### src/rtl/rxq_cfg.svh
// register offsets, field positions, reset values and timing counts
// assumes a classic wishbone slave with 32-bit data, one register per word
//
// Behaviour
// RL1 - the port flags its incoming clock as too slow when the measured rate in MHz is below a programmable limit that resets to 5.
// RL2 - two scratch mailbox bytes read and write freely with no side effect, resetting to zero and to one.
// RL3 - with raw10 input a 2-bit selector picks normal 10-bit (00), upper eight bits (10) or lower eight bits (11), 01 reserved.
// RL4 - with parity truncation set, a frame holding a parity error is truncated, otherwise it is forwarded.
// RL5 - with line-size truncation set, a change in line size truncates the frame, otherwise it is tolerated.
// RL6 - with frame-size truncation set, a change in line count truncates the packet until the frame threshold is met again.
// RL7 - line marker level 1 means the line marker is low while active, 0 means high.
// RL8 - frame marker level 1 means the frame marker is low for the whole frame, 0 means high.
// RL9 - with qualified-discard set, packets are dropped while the port is not qualified, otherwise forwarded regardless.
// RL10 - with freeze checking on, a frozen image clears qualification until a new image is seen and the threshold is met.
// RL11 - with height checking on, a change in lines per frame clears qualification until the threshold is met again.
// RL12 - with line-size checking on, a change in line size clears qualification until the threshold is met again.
// RL13 - parity mode 0 drops qualification only for the cycle of each error, mode 1 holds it clear until the threshold is met.
// RL14 - unless disabled, a watchdog clears qualification when no valid frame end comes within two frame periods, and is idle at threshold zero.
// the code restarts the watchdog on any frame end, valid or not.
// RL15 - a 2-bit threshold sets how many valid frames are needed, zero qualifies as soon as lock is seen.
// RL16 - the valid-frame counter clears on loss of lock or when qualification drops, then counts up to the threshold.
`ifndef RXQ_CFG_SVH
`define RXQ_CFG_SVH

`define RXQ_IDX_MBOX0 8'h78
`define RXQ_IDX_MBOX1 8'h79
`define RXQ_IDX_RAWOPT 8'h7c
`define RXQ_IDX_FWDCTL 8'h7d
`define RXQ_IDX_STATUS 8'h80
`define RXQ_IDX_ISTAT 8'h81
`define RXQ_IDX_IMASK 8'h82
`define RXQ_IDX_FREQ 8'h83

`define RXQ_MBOX0_RST 8'h00
`define RXQ_MBOX1_RST 8'h01
`define RXQ_RAWOPT_RST 8'h00
`define RXQ_FWDCTL_RST 8'h00
`define RXQ_FREQ_LO_RST 4'h5

// raw option fields
`define RXQ_F_PACK 7:6
`define RXQ_F_TRUNC_PAR 5
`define RXQ_F_TRUNC_LSZ 4
`define RXQ_F_TRUNC_FSZ 3
`define RXQ_F_LINE_LVL 1
`define RXQ_F_FRAME_LVL 0
// forward control fields
`define RXQ_F_DISC_EN 7
`define RXQ_F_CHK_FRZ 6
`define RXQ_F_CHK_HGT 5
`define RXQ_F_CHK_LSZ 4
`define RXQ_F_PAR_MODE 3
`define RXQ_F_WDOG_OFF 2
`define RXQ_F_THR 1:0

// one-microsecond gate at 20 MHz for clock measurement
`define RXQ_GATE_NS 1000
`define RXQ_CLK_NS 50
`define RXQ_GATE_CYC (`RXQ_GATE_NS / `RXQ_CLK_NS)

`endif

### src/rtl/rxq_pkg.sv
// types shared by the qualifier and its users
// assumes rxq_cfg.svh supplies the numbers
package rxq_pkg;
  typedef struct packed {
    logic frame_marker;
    logic line_marker;
    logic [9:0] data;
  } rxq_pix_t;

  typedef struct packed {
    logic valid;
    logic sof;
    logic eol;
    logic eof;
    logic [9:0] data;
  } rxq_out_t;

  typedef enum logic [1:0] {
    RXQ_PACK_NORMAL,
    RXQ_PACK_RSVD,
    RXQ_PACK_UPPER,
    RXQ_PACK_LOWER
  } rxq_pack_t;

  typedef enum {
    RXQ_WAIT_LOCK,
    RXQ_COUNTING,
    RXQ_PASSING
  } rxq_state_t;
endpackage

### src/rtl/rxq_qualifier.sv
// receive-port video qualifier: checks raw video, derives pass, filters output
// assumes clk is the pixel clock; raw pixel inputs and lock are pins, synchronised here
//
// Our own choice: the Wishbone interface to the registers.
`timescale 1ns/1ps
`include "rxq_cfg.svh"

module rxq_qualifier (
  input wire logic clk,
  input wire logic rst,
  input wire logic ce,
  input wire logic [31:0] wb_adr_i,
  input wire logic [31:0] wb_dat_i,
  output logic [31:0] wb_dat_o,
  input wire logic [3:0] wb_sel_i,
  input wire logic wb_we_i,
  input wire logic wb_cyc_i,
  input wire logic wb_stb_i,
  output logic wb_ack_o,
  input wire rxq_pkg::rxq_pix_t pix_in,
  input wire logic rx_lock,
  input wire logic raw10_mode,
  input wire logic parity_error,
  input wire logic freeze_detect,
  input wire logic new_image,
  input wire logic link_clk_mhz_vld,
  input wire logic [7:0] link_clk_mhz,
  output rxq_pkg::rxq_out_t pix_out,
  output logic qualified,
  output logic clock_too_slow,
  output logic irq
);
  import rxq_pkg::*;

  // ************************************************************
  // registers
  // ************************************************************
  logic [7:0] mbox0;
  logic [7:0] mbox1;
  logic [7:0] rawopt;
  logic [7:0] fwdctl;
  logic [3:0] clock_low_limit_mhz;
  logic [4:0] istat;
  logic [4:0] imask;
  logic [4:0] ev;
  logic [7:0] idx;
  logic bus_req;
  logic wr;
  logic ack_q;
  logic rx_lock_s;

  assign idx = wb_adr_i[9:2];
  assign bus_req = wb_cyc_i && wb_stb_i && !ack_q;
  // write lands on the ack edge, while the master still holds the request,
  // so software never sees a register change before its cycle completes
  assign wr = wb_cyc_i && wb_stb_i && ack_q && wb_we_i && wb_sel_i[0] && ce;

  always_ff @(posedge clk or posedge rst) begin
    if (rst) begin
      ack_q <= 1'b0;
    end else if (ce) begin
      ack_q <= bus_req;
    end
  end
  assign wb_ack_o = ack_q;

  always_ff @(posedge clk or posedge rst) begin
    if (rst) begin
      mbox0 <= `RXQ_MBOX0_RST;
      mbox1 <= `RXQ_MBOX1_RST;
      rawopt <= `RXQ_RAWOPT_RST;
      fwdctl <= `RXQ_FWDCTL_RST;
      clock_low_limit_mhz <= `RXQ_FREQ_LO_RST;
      imask <= 5'h00;
    end else if (wr) begin
      unique case (idx)
        `RXQ_IDX_MBOX0: mbox0 <= wb_dat_i[7:0]; // see RL2
        `RXQ_IDX_MBOX1: mbox1 <= wb_dat_i[7:0]; // see RL2
        `RXQ_IDX_RAWOPT: rawopt <= wb_dat_i[7:0] & 8'hfb;
        `RXQ_IDX_FWDCTL: fwdctl <= wb_dat_i[7:0];
        `RXQ_IDX_FREQ: clock_low_limit_mhz <= wb_dat_i[3:0];
        `RXQ_IDX_IMASK: imask <= wb_dat_i[4:0];
        default: ;
      endcase
    end
  end

  // sticky status, set beats write-one-to-clear
  logic [4:0] w1c;
  assign w1c = (wr && idx == `RXQ_IDX_ISTAT) ? wb_dat_i[4:0] : 5'h00;
  always_ff @(posedge clk or posedge rst) begin
    if (rst) begin
      istat <= 5'h00;
    end else if (ce) begin
      istat <= (istat & ~w1c) | ev;
    end
  end
  assign irq = |(istat & imask);

  // read data is registered with the ack
  always_ff @(posedge clk or posedge rst) begin
    if (rst) begin
      wb_dat_o <= 32'h0;
    end else if (ce && bus_req) begin
      unique case (idx)
        `RXQ_IDX_MBOX0: wb_dat_o <= {24'h0, mbox0};
        `RXQ_IDX_MBOX1: wb_dat_o <= {24'h0, mbox1};
        `RXQ_IDX_RAWOPT: wb_dat_o <= {24'h0, rawopt};
        `RXQ_IDX_FWDCTL: wb_dat_o <= {24'h0, fwdctl};
        `RXQ_IDX_STATUS: wb_dat_o <= {29'h0, clock_too_slow, rx_lock_s, qualified};
        `RXQ_IDX_ISTAT: wb_dat_o <= {27'h0, istat};
        `RXQ_IDX_IMASK: wb_dat_o <= {27'h0, imask};
        `RXQ_IDX_FREQ: wb_dat_o <= {28'h0, clock_low_limit_mhz};
        default: wb_dat_o <= 32'h0;
      endcase
    end
  end

  // ************************************************************
  // input synchronisers
  // ************************************************************
  // measured rate rides the same two flops as its valid, so both settle together
  localparam int SW = 26;
  logic [SW-1:0] sync1;
  logic [SW-1:0] sync2;
  logic [SW-1:0] sin;
  assign sin = {pix_in.frame_marker, pix_in.line_marker, pix_in.data, rx_lock, raw10_mode,
                parity_error, freeze_detect, new_image, link_clk_mhz_vld, link_clk_mhz};
  always_ff @(posedge clk or posedge rst) begin
    if (rst) begin
      sync1 <= '0;
      sync2 <= '0;
    end else if (ce) begin
      sync1 <= sin;
      sync2 <= sync1;
    end
  end
  logic fm_raw;
  logic lm_raw;
  logic [9:0] dat_s;
  logic raw10_s;
  logic par_s;
  logic frz_s;
  logic newimg_s;
  logic mhz_vld_s;
  logic [7:0] mhz_s;
  assign {fm_raw, lm_raw, dat_s, rx_lock_s, raw10_s, par_s, frz_s, newimg_s, mhz_vld_s, mhz_s} = sync2;

  // measurement word is only sampled on its synchronised valid
  always_ff @(posedge clk or posedge rst) begin
    if (rst) begin
      clock_too_slow <= 1'b0;
    end else if (ce && mhz_vld_s) begin
      clock_too_slow <= mhz_s < {4'h0, clock_low_limit_mhz}; // see RL1
    end
  end

  // ************************************************************
  // marker decode and size tracking
  // ************************************************************
  logic frame_marker;
  logic line_marker;
  logic fm_d;
  logic lm_d;
  assign frame_marker = fm_raw ^ rawopt[`RXQ_F_FRAME_LVL]; // see RL8
  assign line_marker = lm_raw ^ rawopt[`RXQ_F_LINE_LVL]; // see RL7
  always_ff @(posedge clk or posedge rst) begin
    if (rst) begin
      fm_d <= 1'b0;
      lm_d <= 1'b0;
    end else if (ce) begin
      fm_d <= frame_marker;
      lm_d <= line_marker;
    end
  end
  logic sof;
  logic eof;
  logic eol;
  assign sof = frame_marker && !fm_d;
  assign eof = !frame_marker && fm_d;
  assign eol = !line_marker && lm_d;

  logic [15:0] pix_cnt;
  logic [15:0] line_len;
  logic [15:0] line_cnt;
  logic [15:0] frame_lines;
  logic len_seen;
  logic hgt_seen;
  logic lsz_chg;
  logic hgt_chg;
  assign lsz_chg = eol && frame_marker && len_seen && (pix_cnt != line_len);
  assign hgt_chg = eof && hgt_seen && (line_cnt != frame_lines);

  always_ff @(posedge clk or posedge rst) begin
    if (rst) begin
      pix_cnt <= 16'h0;
      line_len <= 16'h0;
      line_cnt <= 16'h0;
      frame_lines <= 16'h0;
      len_seen <= 1'b0;
      hgt_seen <= 1'b0;
    end else if (ce) begin
      if (line_marker && frame_marker) begin
        pix_cnt <= pix_cnt + 16'h1;
      end else begin
        pix_cnt <= 16'h0;
      end
      if (eol && frame_marker) begin
        line_len <= pix_cnt;
        len_seen <= 1'b1;
        line_cnt <= line_cnt + 16'h1;
      end
      if (sof) begin
        line_cnt <= 16'h0;
      end
      if (eof) begin
        frame_lines <= line_cnt;
        hgt_seen <= 1'b1;
      end
      if (!rx_lock_s) begin
        len_seen <= 1'b0;
        hgt_seen <= 1'b0;
      end
    end
  end

  // ************************************************************
  // frame watchdog
  // ************************************************************
  logic [23:0] period;
  logic [23:0] period_cnt;
  logic [24:0] wd_cnt;
  logic wd_fire;
  always_ff @(posedge clk or posedge rst) begin
    if (rst) begin
      period <= 24'h0;
      period_cnt <= 24'h0;
      wd_cnt <= 25'h0;
    end else if (ce) begin
      period_cnt <= sof ? 24'h1 : period_cnt + {23'h0, period_cnt != 24'hffffff};
      if (sof && period_cnt != 24'h0) begin
        period <= period_cnt;
      end
      if (eof || !rx_lock_s || wd_fire) begin
        wd_cnt <= 25'h0;
      end else if (period != 24'h0) begin
        wd_cnt <= wd_cnt + 25'h1;
      end
    end
  end
  // two measured frame periods without any frame end, clean or not
  assign wd_fire = !fwdctl[`RXQ_F_WDOG_OFF] && (fwdctl[`RXQ_F_THR] != 2'h0) &&
                   (period != 24'h0) && (wd_cnt >= {period, 1'b0}); // see RL14

  // ************************************************************
  // qualification
  // ************************************************************
  logic frame_bad;
  logic par_pulse;
  logic drop;
  logic frz_wait;
  logic [1:0] vcnt;
  rxq_state_t state;
  logic chk_frz;
  assign chk_frz = fwdctl[`RXQ_F_CHK_FRZ];
  assign par_pulse = par_s && !fwdctl[`RXQ_F_PAR_MODE]; // see RL13
  assign drop = (chk_frz && frz_s) // see RL10
             || (fwdctl[`RXQ_F_CHK_HGT] && hgt_chg) // see RL11
             || (fwdctl[`RXQ_F_CHK_LSZ] && lsz_chg) // see RL12
             || (fwdctl[`RXQ_F_PAR_MODE] && par_s) // see RL13
             || (rawopt[`RXQ_F_TRUNC_FSZ] && hgt_chg) // see RL6
             || wd_fire;

  always_ff @(posedge clk or posedge rst) begin
    if (rst) begin
      frame_bad <= 1'b0;
    end else if (ce) begin
      if (sof) begin
        frame_bad <= 1'b0;
      end else if (par_s || lsz_chg) begin
        frame_bad <= 1'b1;
      end
    end
  end

  always_ff @(posedge clk or posedge rst) begin
    if (rst) begin
      state <= RXQ_WAIT_LOCK;
      vcnt <= 2'h0;
      frz_wait <= 1'b0;
    end else if (ce) begin
      if (!rx_lock_s) begin
        state <= RXQ_WAIT_LOCK; // see RL16
        vcnt <= 2'h0;
        frz_wait <= 1'b0;
      end else if (drop) begin
        state <= RXQ_COUNTING; // see RL16
        vcnt <= 2'h0;
        frz_wait <= chk_frz && frz_s;
      end else begin
        if (newimg_s) begin
          frz_wait <= 1'b0;
        end
        unique case (state)
          RXQ_WAIT_LOCK: begin
            state <= (fwdctl[`RXQ_F_THR] == 2'h0) ? RXQ_PASSING : RXQ_COUNTING; // see RL15
          end
          RXQ_COUNTING: begin
            if (eof && !frame_bad && !frz_wait) begin
              if (vcnt + 2'h1 >= fwdctl[`RXQ_F_THR]) begin
                state <= RXQ_PASSING; // see RL15
              end else begin
                vcnt <= vcnt + 2'h1;
              end
            end else if (fwdctl[`RXQ_F_THR] == 2'h0 && !frz_wait) begin
              state <= RXQ_PASSING;
            end
          end
          RXQ_PASSING: ;
        endcase
      end
    end
  end
  assign qualified = (state == RXQ_PASSING) && !par_pulse;

  // ************************************************************
  // output filter
  // ************************************************************
  logic trunc;
  logic pass_ok;
  logic [9:0] odata;
  assign trunc = (rawopt[`RXQ_F_TRUNC_PAR] && par_s) // see RL4
              || (rawopt[`RXQ_F_TRUNC_LSZ] && lsz_chg) // see RL5
              || (rawopt[`RXQ_F_TRUNC_FSZ] && state != RXQ_PASSING); // see RL6
  assign pass_ok = !fwdctl[`RXQ_F_DISC_EN] || qualified; // see RL9

  // reserved packing code falls back to normal handling
  always_comb begin
    odata = dat_s;
    if (raw10_s) begin
      unique case (rxq_pack_t'(rawopt[`RXQ_F_PACK])) // see RL3
        RXQ_PACK_UPPER: odata = {2'h0, dat_s[9:2]};
        RXQ_PACK_LOWER: odata = {2'h0, dat_s[7:0]};
        RXQ_PACK_NORMAL: odata = dat_s;
        RXQ_PACK_RSVD: odata = dat_s;
      endcase
    end
  end

  logic cut;
  always_ff @(posedge clk or posedge rst) begin
    if (rst) begin
      cut <= 1'b0;
      pix_out <= '0;
    end else if (ce) begin
      if (sof) begin
        cut <= !pass_ok;
      end else if (trunc || !pass_ok) begin
        cut <= 1'b1;
      end
      pix_out.valid <= frame_marker && line_marker && !cut && !trunc && pass_ok;
      pix_out.sof <= sof && pass_ok;
      pix_out.eol <= eol && frame_marker && !cut && pass_ok;
      pix_out.eof <= eof && !cut;
      pix_out.data <= odata;
    end
  end

  assign ev = {wd_fire, clock_too_slow && mhz_vld_s, lsz_chg, hgt_chg, par_s};
endmodule

### config.mk
export PLATFORM = sky130hd
export DESIGN_NAME = rxq_qualifier
export DESIGN_NICKNAME = d
export VERILOG_FILES = /design/src/rtl/rxq_pkg.sv /design/src/rtl/rxq_qualifier.sv
export VERILOG_INCLUDE_DIRS = /design/src /design/src/rtl
export SDC_FILE = /design/constraint.sdc
export NUM_CORES = 1
export LEC_CHECK = 0
export BUFFER_PORTS_ARGS = -buffer_cell sky130_fd_sc_hd__buf_2
export CAP_MARGIN = 20
export CORE_UTILIZATION = 59
export DETAILED_ROUTE_END_ITERATION = 6
export GPL_ROUTABILITY_DRIVEN = 0
export GPL_TIMING_DRIVEN = 0
export PLACE_DENSITY = 0.83
export SYNTH_ARGS = -nofsm -noshare
export SYNTH_HDL_FRONTEND = slang
export SYNTH_SLANG_ARGS = --single-unit
### constraint.sdc
create_clock -name clk -period 11.2 [get_ports clk]
set_clock_uncertainty 0.15 [all_clocks]
set_input_delay 0.56 -clock clk [delete_from_list [all_inputs] [get_ports clk]]
set_output_delay 0.56 -clock clk [all_outputs]
set_load 0.05 [all_outputs]
# After elaboration in Yosys (flattened, before gate mapping)
# Cells that the tools add are included.
# op_classes
addsub,5
n_mul,0
div,0
magnitude_cmp,3
n_eq_ne,26
shift,0
muxes,33
bitwise_logic,6
reduce_logical,99
# ops
operator,n
2-to-1 mux 32 bit,5
case mux 32 bit (2 select lines),1
case mux 8 bit (8 select lines),1
2-to-1 mux 25 bit,2
2-to-1 mux 16 bit,3
nonzero test 24 bit,2
logical AND 1 bit,43
"adder 16 x 1 -> 16 bit, second input constant",2
"equality test 32 x 1 -> 1 bit, second input constant",1
"equality test 32 x 3 -> 1 bit, second input constant",1
"equality test 8 x 7 -> 1 bit, second input constant",4
"equality test 8 bit, second input constant",4
logical NOT 32 bit,1
!= test 16 bit,2
"!= test 32 x 3 -> 1 bit, second input constant",1
AND reduction 2 bit,16
case mux 10 bit (3 select lines),1
"adder 25 x 1 -> 25 bit, second input constant",1
>= comparator 25 bit,1
adder 24 x 1 -> 24 bit,1
2-to-1 mux 24 bit,1
"!= test 24 bit, second input constant",1
logical NOT 1 bit,14
logical OR 1 bit,12
other kinds (24),51
# totals
ff_bits,323
latchBits,0
ramBits,0
romBits,0
in_bits,100
output_inout_bits,50
mem_count,0

# Longest topological paths before layout
# depth
ltp_word,13
mapped_depth,13
ltp_nobuf,13

# Worst setup path after synthesis
# Ideal clock, no wire load.
# synth_path
path_type,flip-flop to flip-flop
startpoint,register period_cnt[13]
endpoint,register period_cnt[14]
t_arrival_ns,2.320
t_required_ns,10.973
setup_slack_ns,8.652
path_stages_with_launch,13
n_path_buf,0
synth_period_minus_slack_ns,2.548
path_cell_list,dfrtp_1 > and4_1 > and2_1 > nand3_1 > nor3_2 > nand4_1 > ha_1 > ha_1 > nand3_1 > nor2_1 > nand2_1 > or3_1 > a21oi_1
# synth_between
elab_chain_cells,3
# synth_rtl
element,line,rtl
from (decl),rxq_qualifier.sv:231,logic [23:0] period_cnt;
from (signal assigned),rxq_qualifier.sv:240,"period_cnt <= sof ? 24'h1 : period_cnt + {23'h0, period_cnt != 24'hffffff};"
!= test 24 bit,rxq_qualifier.sv:240,
adder 24 x 1 -> 24 bit *,rxq_qualifier.sv:240,
2-to-1 mux 24 bit *,rxq_qualifier.sv:240,
# Every way passes the cells marked *; elsewhere a longest branch is shown, timed or not.
# A chain may end at the register's enable or synchronous reset.

# Final worst setup path
# layout_path
startpoint,register period_cnt[12]
endpoint,register period_cnt[14]
# Same word-level chain as after synthesis.

==> results.sh <==
export IMPL_status="finished clean"
export IMPL_cap_viol_max_count=0
export IMPL_num_rows=54
export IMPL_leakagePower_nw=7.06
export IMPL_htree_levels=1
export IMPL_reg2reg_depth=12
export IMPL_max_slew_margin_rel_pct=43.6
export IMPL_start_util_pct=60.1
export IMPL_combPwrFrac_pct=13.3
export IMPL_critPathLaunchType="flip-flop"
export IMPL_cts_resized=0
export IMPL_startpoint="period_cnt[12]"
export IMPL_ys_warn_count=0
export IMPL_use_met2_pct=44.2
export IMPL_critPathCapture="period_cnt[14]"
export IMPL_worstPathArrival_ps=3410
export IMPL_wl_per_cell_um=18.1
export IMPL_internal_power_w=0.00180
export IMPL_hold_violations=0
export IMPL_place_hpwl_mm=19.7
export IMPL_synth_top_family_by_area="multiplexers"
export IMPL_synthArstFlopShare_pct=100
export IMPL_synth_top_area_share_pct=50.7
export IMPL_cp_slowest_stage_delay_ps=470
export IMPL_worst_pin_slew_ps=847
export IMPL_crit_chain="and4_1, and2_1, nand3_1, nor3_2, nand4_1, ha_1, ha_1, nand3_1, nor2_1, nand2_1, or3_1, a21oi_1"
export IMPL_synth_compound_area_share_pct=6.11
export IMPL_ioPinCount=150
export IMPL_final_setup_viol_count=0
export IMPL_fin_crit_ps=3090
export IMPL_routed_wl_mm=28.8
export IMPL_cp_end_kind="flip-flop"
export IMPL_grt_use_met1_pct=33.5
export IMPL_required_ps=11520
export IMPL_synth_area_um2=13100
export IMPL_switching_share_pct=26.7
export IMPL_avgSynthCellArea_um2=11.4
export IMPL_clkLatencyLatePin_ps=560
export IMPL_final_core_util_pct=69.0
export IMPL_cts_buffers=28
export IMPL_rr_endpoint="period_cnt[14]"
export IMPL_fin_ws_ps=8110
export IMPL_pwr_share_seq_pct=44.7
export IMPL_grt_pass1_wl_mm=47.1
export IMPL_synthTopCellsByArea="dfrtp_1 (51%), mux2_2 (13%), xnor2_1 (3.5%)"
export IMPL_nNetsFinal=1416
export IMPL_busiest_layer="met2"
export IMPL_cts_max_path_buffers=3
export IMPL_grt_setup_unrepaired="no"
export IMPL_fin_hold_ws_ps=76.9
export IMPL_grt_max_degree=120
export IMPL_clk_pin_slew_worst_paths_ps=60
export IMPL_fp_dieH_um=151
export IMPL_slew_violations=0
export IMPL_cts_tree="done"
export IMPL_timing_fmax_ghz=0.324
export IMPL_cts_root_buf="clkbuf_16"
export IMPL_die_area_um2=22800
export IMPL_first_pass_iters=5
export IMPL_r2r_setup_slack_ps=8110
export IMPL_core_area_um2=21800
export IMPL_hold_class="in -> reg"
export IMPL_yosysSeqAreaShare_pct=51.3
export IMPL_cp_slowest_cell="dfrtp_1"
export IMPL_cts_sink_count=269
export IMPL_synthCells=1153
export IMPL_clockPowerShare_pct=42.0
export IMPL_grt_pass1_vias=9433
export IMPL_synth_mux_area_share_pct=15.3
export IMPL_critical_path_class="reg -> reg"
export IMPL_synth_simple_area_share_pct=13.0
export IMPL_synth_adder_area_share_pct=3.24
export IMPL_yosys_area_top_type="dfrtp_1"
export IMPL_power_w=0.00245
export IMPL_fill_cells=1567
export IMPL_drive_above_1_share_pct=26.7
export IMPL_vias_per_cell=5.82
export IMPL_synth_xor_area_share_pct=6.74
export IMPL_dr_total_vias=9229
export IMPL_grt_met3_usage_pct=5.27
export IMPL_overflow=0
export IMPL_track_usage_pct=26.2
export IMPL_power_per_cell_area_nw_per_um2=163
export IMPL_io_buffers=73
export IMPL_drc_errors=0
export IMPL_synth_most_common_cell="dfrtp_1"
export IMPL_antenna_found_initial=0
export IMPL_synth_edf_count=0
export IMPL_synth_seq_cells=269
export IMPL_power_switching_w=0.000655
export IMPL_netlist_top_cells_count="dfrtp_1 (266), mux2_2 (148), nor2_1 (104)"
export IMPL_worstReg2RegStart="period_cnt[12]"
export IMPL_synth_cell_types=66
export IMPL_syn_to_final_growth_pct=14.8
export IMPL_drt_initial_drc_count=588
export IMPL_setup_tns_final_ps=0
export IMPL_ys_flop_type="dfrtp_1"
export IMPL_die_w_um=151
export IMPL_dp_slack_ps=8130
export IMPL_crit_fanout=7
export IMPL_period_share_pct=27.6
export IMPL_ant_nets=0
export IMPL_ir_drop_v=0.000139
worst min path at each step:
stage                                from           to  slack [ps]  depth (start not counted)
final                           pix_in[2]    sync1[16]          80                          2
after detailed placement      wb_dat_o[1]  wb_dat_o[1]         320                          2
after CTS                       pix_in[2]    sync1[16]          60                          2
after global placement        wb_dat_o[2]  wb_dat_o[2]         310                          2
after floorplan                  sync2[9]     frz_wait         280                          1
after global routing      link_clk_mhz[4]     sync1[4]          70                          2
critical path: cells and delay by family (launching register included):
kind / cells / cell delay [ps]
flip-flops: 1 / 470
AND/OR/NAND/NOR: 9 / 1840
AO/OA/AOI/OAI: 1 / 150
adder cells (fa/ha/maj): 2 / 390
per-stage QoR:
stage                     cells  instance area [um^2]
after global routing       1584                 15100
after global placement     1529                 13900
after floorplan            1176                 13200
after CTS                  1584                 15100
after detailed placement   1531                 14000
final                      1585                 15100
area by class of cell:
class	instances	area [um^2]	share of cell area (%)
flip-flops and latches	269	6740	44.7
multi-input cells	789	5910	39.2
clock buffers	38	828	5.50
repair buffers	76	430	2.86
plain buffers	66	370	2.46
well taps	280	350	2.33
clock inverters	14	230	1.53
inverters	52	203	1.35
diodes	1	2.50	0.0166
power by group through the flow:
stage | combinational [W] | sequential, W | clock, W
floorplan | 0.000216 | 0.00112 | 0
global placement | 0.000309 | 0.00111 | 0
detailed placement | 0.000320 | 0.00111 | 0
CTS | 0.000327 | 0.00109 | 0.00105
global route | 0.000355 | 0.00110 | 0.00108
finish | 0.000326 | 0.00110 | 0.00103
sequential cells by signal, indices dropped and copies added, names as in the netlist, 24 cells and up:
name,flops
sync2,26
period,24
period_cnt,24
sync1,26
wd_cnt,25
cell usage in the layout (no fill, tap or decap), types with 10 or more instances in the layout:
| master | n |
|---|---|
| inv_1 | 51 |
| buf_4 | 24 |
| mux4_2 | 10 |
| dfrtp_1 | 266 |
| xnor2_1 | 53 |
| mux2_2 | 148 |
| nand2_1 | 78 |
| nor3_1 | 14 |
| a21oi_1 | 34 |
| nor2_1 | 104 |
| o21ai_0 | 39 |
| buf_2 | 86 |
| conb_1 | 24 |
| ha_1 | 34 |
| nor4_1 | 16 |
| nand3_1 | 39 |
| mux2i_1 | 11 |
| clkbuf_1 | 20 |
| nand4_1 | 39 |
| clkbuf_16 | 28 |
| xor2_1 | 48 |
layer usage:
metal | share of wire (%) | vias to the layer above
li1 | - | 4264
met1 | 42 | 4613
met2 | 49 | 276
met3 | 5.7 | 76
met4 | 3.3 | 0
met5 | 0 | -
what timing repair did:
| action | 4_1_cts | 5_1_grt |
|---|---|---|
| setup buffers | 0 | 0 |
| hold endpoints to repair | 72 | 0 |
| hold buffers | 1 | 0 |
cells by family after synthesis:
| group | count (synthesis) |
|---|---|
| AND/OR/NAND/NOR | 340 |
| flip-flops | 269 |
| multiplexers | 169 |
| AO/OA/AOI/OAI | 121 |
| buffers and inverters | 118 |
| XOR/XNOR | 101 |
| adder cells (fa/ha/maj) | 34 |
| other | 1 |
Note: power is estimated with default switching activity, not from simulation.
